--- src/logic/sram_ctl_map.vh ---
// Summary of operation
// Strobe falling edge latches address, starts cycle
// Address held stable over setup and hold
// Read data sampled only after access time
// Write strobe stays high during pure reads
// Strobe high turns device outputs off
// Drive write data after write-to-data delay
// Late write rise may re-enable device outputs
// Write-first style keeps device outputs off
// Meet write/strobe intervals, data to strobe rise
// Both strobes low stores bus data
// Consecutive writes may hold write strobe low
// Read-modify-write inside one strobe cycle
// Any read/write mix while strobe low
// 1024 words of 4 bits, ten address bits
// Fully static, controller may idle freely
// Internal latch and gate from chip strobe
// Strobe high: no writes, no bus drive
`ifndef SRAM_CTL_MAP_VH
`define SRAM_CTL_MAP_VH

// ----------------------------------------
// Geometry
// ----------------------------------------
`define ADDR_W 10
`define DATA_W 4

// ----------------------------------------
// Timing in ns, slow speed grade
// ----------------------------------------
`define CLK_NS 4
`define T_SETUP_NS 20
`define T_HOLD_NS 50
`define T_ACCESS_NS 350
`define T_STROBE_LOW_NS 350
`define T_STROBE_HIGH_NS 150
`define T_WRITE_PULSE_NS 350
`define T_WRITE_TO_DATA_NS 100
`define T_DATA_SETUP_NS 250
`define T_OUTPUT_OFF_NS 100
`define T_CYCLE_NS 500

// Cycle counts: least times round up
`define CYC(ns) (((ns) + `CLK_NS - 1) / `CLK_NS)

// ----------------------------------------
// Command codes
// ----------------------------------------
`define CMD_READ 2'h0
`define CMD_WRITE 2'h1
`define CMD_RMW 2'h2

`endif

--- src/logic/cycle_timer.v ---
`timescale 1ns/100ps
`default_nettype none
// ----------------------------------------
// Down counter; done when zero
// ----------------------------------------
module cycle_timer #(
    parameter W = 8
) (
    input wire clk_sys_i,
    input wire rst_i,
    input wire load_i,
    input wire [W-1:0] value_i,
    output wire done_o
);
    reg [W-1:0] count; // Cycles left

    // Load wins over counting
    always @(posedge clk_sys_i)
    begin
        if (rst_i)
            count <= {W{1'b0}};
        else if (load_i)
            count <= value_i;
        else if (count != {W{1'b0}})
            count <= count - {{(W-1){1'b0}}, 1'b1};
    end

    assign done_o = (count == {W{1'b0}});
endmodule
`default_nettype wire

--- src/logic/sram_ctl.v ---
`timescale 1ns/100ps
`default_nettype none
`include "sram_ctl_map.vh"
module sram_ctl #(
    parameter AW = `ADDR_W,
    parameter DW = `DATA_W
) (
    input wire clk_sys_i,
    input wire rst_i,
    input wire req_valid_i,
    output wire req_ready_o,
    input wire [1:0] req_cmd_i,
    input wire [AW-1:0] req_addr_i,
    input wire [DW-1:0] req_wdata_i,
    output reg rsp_valid_o,
    output reg [DW-1:0] rsp_rdata_o,
    output reg mem_strobe_n_o,
    output reg mem_write_n_o,
    output reg [AW-1:0] mem_addr_o,
    input wire [DW-1:0] mem_dq_i,
    output reg [DW-1:0] mem_dq_o,
    output reg mem_dq_oe_o
);
    // ----------------------------------------
    // Cycle counts
    // ----------------------------------------
    // Whole counts first, then cut to the timer width on purpose
    localparam integer N_SETUP = `CYC(`T_SETUP_NS);
    localparam integer N_HOLD = `CYC(`T_HOLD_NS);
    localparam integer N_ACCESS = `CYC(`T_ACCESS_NS);
    localparam integer N_SLOW = `CYC(`T_STROBE_LOW_NS);
    localparam integer N_WPULSE = `CYC(`T_WRITE_PULSE_NS);
    localparam integer N_W2D = `CYC(`T_WRITE_TO_DATA_NS);
    localparam integer N_DSETUP = `CYC(`T_DATA_SETUP_NS);
    localparam integer N_SHIGH = `CYC(`T_STROBE_HIGH_NS);
    localparam integer N_OFF = `CYC(`T_OUTPUT_OFF_NS);
    localparam integer N_CYCLE = `CYC(`T_CYCLE_NS);
    localparam [7:0] C_SETUP = N_SETUP[7:0];
    localparam [7:0] C_HOLD = N_HOLD[7:0];
    // Two sync stages cost two cycles; the timer load handshake cycles keep access long enough
    localparam [7:0] C_ACCESS = N_ACCESS[7:0];
    localparam [7:0] C_SLOW = N_SLOW[7:0]; // Least strobe low width
    localparam [7:0] C_WPULSE = N_WPULSE[7:0];
    localparam [7:0] C_W2D = N_W2D[7:0];
    localparam [7:0] C_DSETUP = N_DSETUP[7:0];
    localparam [7:0] C_SHIGH = N_SHIGH[7:0];
    localparam [7:0] C_OFF = N_OFF[7:0];
    localparam [7:0] C_CYCLE = N_CYCLE[7:0];

    // ----------------------------------------
    // States
    // ----------------------------------------
    localparam [3:0] S_IDLE = 4'h0;
    localparam [3:0] S_SETUP = 4'h1;
    localparam [3:0] S_HOLD = 4'h2;
    localparam [3:0] S_ACCESS = 4'h3;
    localparam [3:0] S_WLOW = 4'h4;
    localparam [3:0] S_WDATA = 4'h5;
    localparam [3:0] S_RISE = 4'h6;
    localparam [3:0] S_RECOVER = 4'h7;
    localparam [3:0] S_WSET = 4'h8;

    reg [3:0] state; // Sequencer state
    reg [1:0] cmd; // Command in progress
    reg [DW-1:0] wdata; // Write data held for the cycle
    reg [DW-1:0] dq_meta; // First sync stage
    reg [DW-1:0] dq_sync; // Second sync stage
    reg load; // Timer load strobe
    reg [7:0] load_val; // Timer load value
    reg [7:0] cyc_left; // Cycle-time tracker
    wire t_done; // Phase timer expired

    // ----------------------------------------
    // Phase timer
    // ----------------------------------------
    cycle_timer #(
        .W(8)
    ) u_timer (
        .clk_sys_i(clk_sys_i),
        .rst_i(rst_i),
        .load_i(load),
        .value_i(load_val),
        .done_o(t_done)
    );

    // Idle accepts only once strobe recovery and cycle time are met
    assign req_ready_o = (state == S_IDLE) && t_done &&
        (cyc_left == 8'h00);

    // Read bus passes two flops before use
    always @(posedge clk_sys_i)
    begin
        if (rst_i)
        begin
            dq_meta <= {DW{1'b0}};
            dq_sync <= {DW{1'b0}};
        end
        else
        begin
            dq_meta <= mem_dq_i;
            dq_sync <= dq_meta;
        end
    end

    // Whole-cycle timer from the strobe fall
    always @(posedge clk_sys_i)
    begin
        if (rst_i)
            cyc_left <= 8'h00;
        else if (state == S_HOLD && load)
            cyc_left <= C_CYCLE - C_HOLD;
        else if (cyc_left != 8'h00)
            cyc_left <= cyc_left - 8'h01;
    end

    // ----------------------------------------
    // Sequencer
    // ----------------------------------------
    // Static host: it may idle in S_IDLE forever
    always @(posedge clk_sys_i)
    begin
        load <= 1'b0;
        load_val <= 8'h00;
        rsp_valid_o <= 1'b0;
        if (rst_i)
        begin
            state <= S_IDLE;
            cmd <= `CMD_READ;
            wdata <= {DW{1'b0}};
            mem_strobe_n_o <= 1'b1;
            mem_write_n_o <= 1'b1;
            mem_addr_o <= {AW{1'b0}};
            mem_dq_o <= {DW{1'b0}};
            mem_dq_oe_o <= 1'b0;
            rsp_rdata_o <= {DW{1'b0}};
        end
        else
        begin
            case (state)
                S_IDLE:
                begin
                    // Strobe high: no bus drive here
                    if (req_valid_i && req_ready_o)
                    begin
                        cmd <= req_cmd_i;
                        wdata <= req_wdata_i;
                        mem_addr_o <= req_addr_i;
                        load <= 1'b1;
                        if (req_cmd_i == `CMD_WRITE)
                        begin
                            // Write-first style: write strobe before
                            // strobe fall, so device stays off
                            mem_write_n_o <= 1'b0;
                            mem_dq_o <= req_wdata_i;
                            mem_dq_oe_o <= 1'b1;
                            load_val <= C_SETUP;
                            state <= S_WSET;
                        end
                        else
                        begin
                            mem_write_n_o <= 1'b1;
                            load_val <= C_SETUP;
                            state <= S_SETUP;
                        end
                    end
                end
                S_WSET, S_SETUP:
                begin
                    // Address setup before strobe fall
                    if (t_done && !load)
                    begin
                        mem_strobe_n_o <= 1'b0;
                        load <= 1'b1;
                        load_val <= C_HOLD;
                        state <= S_HOLD;
                    end
                end
                S_HOLD:
                begin
                    // Address kept through hold; could change after
                    if (t_done && !load)
                    begin
                        load <= 1'b1;
                        if (cmd == `CMD_WRITE)
                        begin
                            // Strobe and write both low store data;
                            // low time covers strobe width and data setup
                            load_val <= (C_SLOW - C_HOLD > C_DSETUP) ?
                                C_SLOW - C_HOLD : C_DSETUP;
                            state <= S_RISE;
                        end
                        else
                        begin
                            load_val <= C_ACCESS - C_HOLD;
                            state <= S_ACCESS;
                        end
                    end
                end
                S_ACCESS:
                begin
                    // Sample only after access time
                    if (t_done && !load)
                    begin
                        rsp_rdata_o <= dq_sync;
                        load <= 1'b1;
                        if (cmd == `CMD_RMW)
                        begin
                            // Write strobe low turns device off
                            mem_write_n_o <= 1'b0;
                            load_val <= C_W2D;
                            state <= S_WLOW;
                        end
                        else
                        begin
                            rsp_valid_o <= 1'b1;
                            load_val <= 8'h01;
                            state <= S_RISE;
                        end
                    end
                end
                S_WLOW:
                begin
                    // Bus driven only after write-to-data delay
                    if (t_done && !load)
                    begin
                        mem_dq_o <= wdata;
                        mem_dq_oe_o <= 1'b1;
                        load <= 1'b1;
                        load_val <= (C_WPULSE > C_DSETUP + C_W2D) ?
                            C_WPULSE - C_W2D : C_DSETUP;
                        state <= S_WDATA;
                    end
                end
                S_WDATA:
                begin
                    // Write pulse ends; data stops with it
                    if (t_done && !load)
                    begin
                        mem_write_n_o <= 1'b1;
                        mem_dq_oe_o <= 1'b0;
                        rsp_rdata_o <= wdata;
                        rsp_valid_o <= 1'b1;
                        load <= 1'b1;
                        // Device may drive again before strobe rise
                        load_val <= 8'h01;
                        state <= S_RISE;
                    end
                end
                S_RISE:
                begin
                    // Strobe rises; on a plain write, write strobe rises after it
                    if (t_done && !load)
                    begin
                        mem_strobe_n_o <= 1'b1;
                        if (cmd == `CMD_WRITE)
                            rsp_valid_o <= 1'b1;
                        load <= 1'b1;
                        load_val <= (C_OFF > C_SHIGH) ? C_OFF : C_SHIGH;
                        state <= S_RECOVER;
                    end
                end
                S_RECOVER:
                begin
                    // Release bus; device output-off wait is timed in S_IDLE via ready
                    mem_write_n_o <= 1'b1;
                    mem_dq_oe_o <= 1'b0;
                    if (!load)
                        state <= S_IDLE;
                end
                default:
                begin
                    state <= S_IDLE;
                end
            endcase
        end
    end
endmodule
`default_nettype wire

--- config.mk ---
export PLATFORM = sky130hd
export DESIGN_NAME = sram_ctl
export DESIGN_NICKNAME = d
export VERILOG_FILES = /design/src/logic/cycle_timer.v /design/src/logic/sram_ctl.v
export VERILOG_INCLUDE_DIRS = /design/src /design/src/logic
export SDC_FILE = /design/constraint.sdc
export NUM_CORES = 1
export LEC_CHECK = 0
export BUFFER_PORTS_ARGS = -buffer_cell sky130_fd_sc_hd__buf_2
export CAP_MARGIN = 10
export CORE_AREA = 2 2 86 96
export CTS_BUF_LIST = sky130_fd_sc_hd__clkbuf_8
export DETAILED_ROUTE_END_ITERATION = 8
export DIE_AREA = 0 0 88 98
export GPL_TIMING_DRIVEN = 1
export PLACE_DENSITY_LB_ADDON = 0.1
export SLEW_MARGIN = 10
export SYNTH_ARGS = -nofsm -noshare
export SYNTH_HDL_FRONTEND = slang
export SYNTH_SLANG_ARGS = --single-unit
--- constraint.sdc ---
create_clock -name clk_sys_i -period 3.85 [get_ports clk_sys_i]
set_input_delay 0.385 -clock clk_sys_i [delete_from_list [all_inputs] [get_ports clk_sys_i]]
set_output_delay 0.385 -clock clk_sys_i [all_outputs]
set_load 0.02 [all_outputs]
==> flow_summary.json, run 1 <==
{
  "grtUsageTotal_pct": 16.9,
  "grt_overflow": 0,
  "diodes": 0,
  "rows": 34,
  "synthTopCellsByArea": "dfxtp_1 (43%), nand2_1 (6.8%), a21oi_1 (4.5%)",
  "die_area_sq_mm": 0.00862,
  "power_density_mw_per_mm2": 632,
  "critPathArrivalTime_ps": 2160,
  "clockPowerShare_pct": 26.2,
  "dp_hpwl_um": 4750,
  "drt_iter0_markers": 77,
  "clk_path_buf_depth": 2,
  "cts_tree": "yes",
  "ir_drop_mv": 0.195,
  "crit_required_ps": 3460,
  "p_leak_nw": 1.40,
  "synth_nets": 373,
  "p_comb_share_pct": 34.5,
  "rsz0062_at_grt": "false",
  "synth_top_family_by_area": "simple AND/OR/NAND/NOR gates",
  "p_seq_share_pct": 39.3,
  "die_h_um": 98,
  "routed_wl_um": 6720,
  "synth-compound-area-share_pct": 17.4,
  "period_minus_slack_ps": 2540,
  "drc_errors": 0,
  "synthXorXnorAreaFrac_pct": 2.94,
  "finalCritPeriodShare_pct": 66.0,
  "synth-seq-cells": 64,
  "synth_top_area_share_pct": 43.0,
  "synth_fa_ha_area_share_pct": 0.840,
  "placed_area_sq_mm": 0.00326,
  "startpoint": "u_timer.count[1]$_SDFFE_PP0P_",
  "final_area_sq_mm": 0.00346,
  "ant_nets": 0,
  "drv_slew": 0,
  "outcome": "finished, final reports clean",
  "fin_worst_skew_ps": 6.77,
  "synth_area_per_cell_sq_um": 8.56,
  "p_sw_share_pct": 35.3,
  "fin_tns_setup_ps": 0,
  "fmax_ghz": 0.393,
  "cts.sinks": 64,
  "cts_inserted_buffers": 9,
  "routed-via-count": 2524,
  "post_cts_buffers": 0,
  "io_buffers": 45,
  "ys_seq_area_share_pct": 43.0,
  "synth-simple-area-share_pct": 26.2,
  "die_x_um": 88,
  "setup_viol_count_final": 0,
  "coreArea_sq_mm": 0.00770,
  "switchingPower_w": 0.000771,
  "synthFlopType": "dfxtp_1",
  "p_int_w": 0.00142,
  "cp_max_fo": 7,
  "drive_above_1_share_pct": 21.7,
  "area_growth_pct": 16.1,
  "fin_cells": 499,
  "layout.nets": 411,
  "r2r_start": "u_timer.count[1]$_SDFFE_PP0P_",
  "endpoint_kind": "output port",
  "path_class": "register to output port",
  "relSlewSlack_pct": 46.2,
  "synth_edf_count": 0,
  "cp-start-kind": "register",
  "cts-htree-levels": 3,
  "setup_ws_ps": 1310,
  "cts.repair.resized": 0,
  "maxCapViolations": 0,
  "yosys_warnings": 0,
  "grt_pass1_wl_um": 11500,
  "routedWlPerCell_um": 13.5,
  "dr.pass1.iters": 4,
  "synth_mux_area_share_pct": 5.55,
  "yosys.cell_types.count": 59,
  "gp_congestion": 0.813,
  "grt_pass1_vias": 2363,
  "tightest_slew_ps": 806,
  "grt_max_degree": 40,
  "clk_pin_slew_ps": 70,
  "antenna_found_initial": 0,
  "yosysTopAreaCell": "dfxtp_1",
  "root_buffer": "clkbuf_8",
  "holdBufCountCts": 0,
  "dp_cells": 483,
  "hp-class": "input pin to register",
  "io_pins": 46,
  "fillers": 798,
  "finalHoldViolCount": 0,
  "initial_core_util_pct": 38.7,
  "pre_cts_slack_ps": 1340,
  "clk_latency_ps": 330,
  "routed_via_density": 5.06,
  "min_from": "mem_dq_i[1]",
  "synthCells": 348,
  "netlist_area_sq_mm": 0.00298,
  "synthArstFlopShare_pct": 0
}
==> cells in the final DEF, fill, tap and decap left out, drive strengths merged, types with 2 or more instances in the layout <==
cell,instances
nor2,32
nor4,6
nand2b,5
buf,47
and3,3
or4b,2
a31oi,3
mux2i,12
o31ai,2
dfxtp,64
or3b,2
or3,4
a21oi,36
a311oi,2
nor3,16
ha,2
a211o,3
xnor2,8
mux2,4
o21ai,9
clkbuf,11
nand3b,3
inv,9
or4,3
clkinv,2
nand3,4
nand2,54
xor2,2
a211oi,9
nor2b,13
==> synthesized netlist by cell type (all sizes together), types with 5 or more instances <==
cell,instances
o21ai,9
nor2,32
clkbuf,12
inv,7
nor3,16
nand2,54
xnor2,8
nor4,6
mux2i,12
buf,8
a211oi,9
nand2b,5
nor2b,13
a21oi,36
dfxtp,64
==> flip-flops by register name (all words and copies together) (netlist names), 2 cells and up <==
name           flops
rsp_rdata_o        4
wdata              4
dq_meta            4
u_timer.count      8
cyc_left           8
dq_sync            4
load_val           7
mem_addr_o        10
mem_dq_o           4
cmd                2
state              4
==> power groups by stage <==
stage	clock, W	sequential, W	combinational (W)
2_1_floorplan	0	0.000865	0.000592
4_1_cts	0.000589	0.000857	0.000760
6_report	0.000573	0.000859	0.000755
5_1_grt	0.000628	0.000873	0.000845
3_3_place_gp	0	0.000871	0.000755
3_5_place_dp	0	0.000871	0.000755
==> stage by stage <==
stage               hold slack [ps]  power (W)  util, %
floorplan                       414    0.00146        -
global placement                417    0.00163     42.3
detailed placement              423    0.00163     42.3
CTS                             247    0.00221     44.9
global route                    266    0.00235     44.9
finish                          259    0.00219     44.9
==> final timing paths <==
check / to / slack, ps / depth (start not counted)
worst min register to register: dq_sync[0]$_SDFF_PP0_ / 440 / 1
worst max register to register: wdata[1]$_SDFFE_PP0P_ / 1340 / 7
worst min-delay path: dq_meta[1]$_SDFF_PP0_ / 260 / 2
worst max-delay path: req_ready_o / 1310 / 6
==> per-layer routing <==
layer  up-vias  track usage [%]  share of wire (%)
met5         -                0                  0
met4         0             7.10                1.9
met3        12             3.63                2.9
met2        40             26.5                 46
met1      1173             22.3                 50
li1       1299                -                  -
==> worst max-delay path, cell delays in order (launching register included) <==
cell	delay, ps
dfxtp_1	340
inv_1	80
ha_1	260
or3b_1	470
nor2_2	260
and3_1	240
buf_2	180
==> cell families (layout without fill, tap and decap cells) <==
family | Yosys count | after routing
buffers and inverters | 27 | 70
xor gates and xnor gates | 10 | 10
AOI/OAI and AO/OA | 77 | 77
adders and majority gates | 2 | 2
muxes | 16 | 16
and+or+nand+nor | 152 | 152
DFF | 64 | 64
==> cell type report <==
cell class | instances | area (sq um) | share of cell area [%]
Clock buffer | 11 | 151 | 4.38
Sequential cell | 64 | 1280 | 37.0
Timing Repair Buffer | 47 | 240 | 6.95
Clock inverter | 5 | 47.5 | 1.37
Multi-Input combinational cell | 257 | 1580 | 45.6
Tap cell | 108 | 135 | 3.91
Inverter | 7 | 26.3 | 0.760
No activity file was read; power rests on OpenSTA's default activity.
==> run 2: changes to the inputs <==
Clock period 3.85 ns to 2.45 ns, I/O delays scaled along.
==> run 2 against run 1 <==
  * Setup slack worse by 1200 ps
  * Final cell count up 2.6%
  * Wire length is 2.2% higher
  * Clock skew rose by 4.8 ps
  * Combinational power up 72%
  * Non-clock buffer count up 13
  * Sequential cell count unchanged
  * Worst hold slack worse by 140 ps
  * Final area increased by 3.5%
  * Clock power grew 70%
  * Sequential share of layout area decreased by 1.3 points
==> flow_summary.json, run 2 (synthesis results as in run 1) <==
{
  "rsz0062_at_grt": "false",
  "p_comb_share_pct": 35.9,
  "clk_pin_slew_ps": 70,
  "fin_worst_skew_ps": 11.6,
  "finalHoldViolCount": 0,
  "post_cts_buffers": 0,
  "r2r_slack_ps": 200,
  "tightest_slew_ps": 696,
  "relSlewSlack_pct": 53.6,
  "antenna_found_initial": 0,
  "layout_commonest_cell": "dfxtp_1",
  "p_seq_share_pct": 37.1,
  "cts_tree": "yes",
  "p_sw_share_pct": 34.3,
  "critPathArrivalTime_ps": 2060,
  "initial_core_util_pct": 38.7,
  "outcome": "finished, final reports clean",
  "ir_drop_mv": 0.336,
  "routedWlPerCell_um": 13.4,
  "drv_slew": 0,
  "switchingPower_w": 0.00124,
  "cts.repair.resized": 0,
  "dp_hpwl_um": 4960,
  "io_buffers": 45,
  "endpoint_kind": "output port",
  "cp_top_family": "simple AND/OR/NAND/NOR gates",
  "clockPowerShare_pct": 27.0,
  "p_int_w": 0.00237,
  "path_class": "register to output port",
  "final_area_sq_mm": 0.00358,
  "period_minus_slack_ps": 2310,
  "dp_cells": 496,
  "r2r_start": "u_timer.count[0]$_SDFFE_PP0P_",
  "slowest_delay_ps": 500,
  "grt_overflow": 0,
  "layout.nets": 424,
  "area_growth_pct": 20.3,
  "diodes": 0,
  "clk_latency_ps": 340,
  "holdPathStages": 2,
  "holdBufCountCts": 0,
  "grt_pass1_wl_um": 11600,
  "slowest_stage": "or4b_4",
  "clk_path_buf_depth": 2,
  "drt_iter0_markers": 91,
  "cp_max_fo": 6,
  "startpoint": "cyc_left[0]$_SDFFE_PP0P_",
  "grt_max_degree": 37,
  "final_cell_mix": "dfxtp_1 (64), nand2_1 (54), buf_2 (45), nor2_1 (31), a21oi_1 (27)",
  "min_from": "mem_dq_i[1]",
  "root_buffer": "clkbuf_8",
  "gp_congestion": 0.860,
  "hold_slack_ps": 116,
  "die_h_um": 98,
  "placed_area_sq_mm": 0.00336,
  "top_register": "mem_addr_o",
  "r2r_cells": 7,
  "hp-class": "input pin to register",
  "cts.sinks": 64,
  "cts-htree-levels": 3,
  "die_area_sq_mm": 0.00862,
  "p_leak_nw": 1.48,
  "drive_above_1_share_pct": 24.5,
  "finalCritPeriodShare_pct": 94.1,
  "fin_cells": 512,
  "grtUsageTotal_pct": 17.3,
  "maxCapViolations": 0,
  "coreArea_sq_mm": 0.00770,
  "path_buf_inv": 2,
  "dr.pass1.iters": 4,
  "routed_via_density": 4.98,
  "power_density_mw_per_mm2": 1010,
  "drc_errors": 0,
  "path_cells": "inv_1 -> ha_1 -> or4b_4 -> nor2b_2 -> and3_1 -> buf_2",
  "cp-start-kind": "register",
  "routed-via-count": 2550,
  "r2r_end": "mem_dq_o[3]$_SDFFE_PP0P_",
  "largestRegisters": "mem_addr_o: 10 flops, cyc_left: 8 flops, u_timer.count: 8 flops",
  "largest_reg_flops": 10,
  "rows": 34,
  "io_pins": 46,
  "setup_viol_count_final": 0,
  "min_to": "dq_meta[1]$_SDFF_PP0_",
  "grt_pass1_vias": 2464,
  "crit_required_ps": 2200,
  "fin_tns_setup_ps": 0,
  "fmax_ghz": 0.434,
  "utilization_pct": 46.5,
  "routed_wl_um": 6870,
  "ant_nets": 0,
  "cts_inserted_buffers": 9,
  "die_x_um": 88
}
==> run 2: power groups by stage <==
| stage | logic, W | clock network [W] | registers [W] |
|---|---|---|---|
| 2_1_floorplan | 0.000930 | 0 | 0.00136 |
| 3_3_place_gp | 0.00126 | 0 | 0.00136 |
| 3_5_place_dp | 0.00126 | 0 | 0.00136 |
| 4_1_cts | 0.00127 | 0.00100 | 0.00134 |
| 5_1_grt | 0.00144 | 0.00106 | 0.00136 |
| 6_report | 0.00130 | 0.000974 | 0.00134 |
==> run 2: area by class of cell <==
| class | instances | area, sq um |
|---|---|---|
| flip-flops and latches | 64 | 1280 |
| clock buffers | 10 | 138 |
| well taps | 108 | 135 |
| clock inverters | 6 | 76.3 |
| multi-input cells | 257 | 1590 |
| fillers | 794 | 4120 |
| repair buffers | 60 | 338 |
| inverters | 7 | 26.3 |
==> run 2: how the worst max path moves through the flow <==
stage	end	slack, ps	depth (start not counted)
6_report	req_ready_o	140	6
5_1_grt	req_ready_o	30	6
4_1_cts	req_ready_o	20	6
3_5_place_dp	mem_dq_o[0]$_SDFFE_PP0P_	250	7
3_3_place_gp	mem_write_n_o$_SDFFE_PP1P_	290	7
2_1_floorplan	mem_write_n_o$_SDFFE_PP1P_	470	7
==> run 2: through the flow <==
| step | worst slack [ps] | power, W |
|---|---|---|
| global placement | 285 | 0.00262 |
| global route | 30.7 | 0.00386 |
| detailed placement | 246 | 0.00262 |
| finish | 145 | 0.00361 |
| floorplan | 473 | 0.00229 |
| CTS | 20.4 | 0.00361 |
==> run 2: layer usage <==
metal  routed length, um  share of wire (%)  track usage [%]
met1                3250                 47             22.1
met2                3280                 48             27.4
met3                 213                3.1             3.80
met4                 119                1.7             8.17
met5                   0                  0                0
==> run 2: worst register-to-register path, stage by stage (launching register included) <==
cell and delay [ps]:
dfxtp_1 340, inv_1 90, ha_1 260, nor3b_1 440, nand3_1 220, a211oi_2 390, and2_1 280, a211oi_1 90
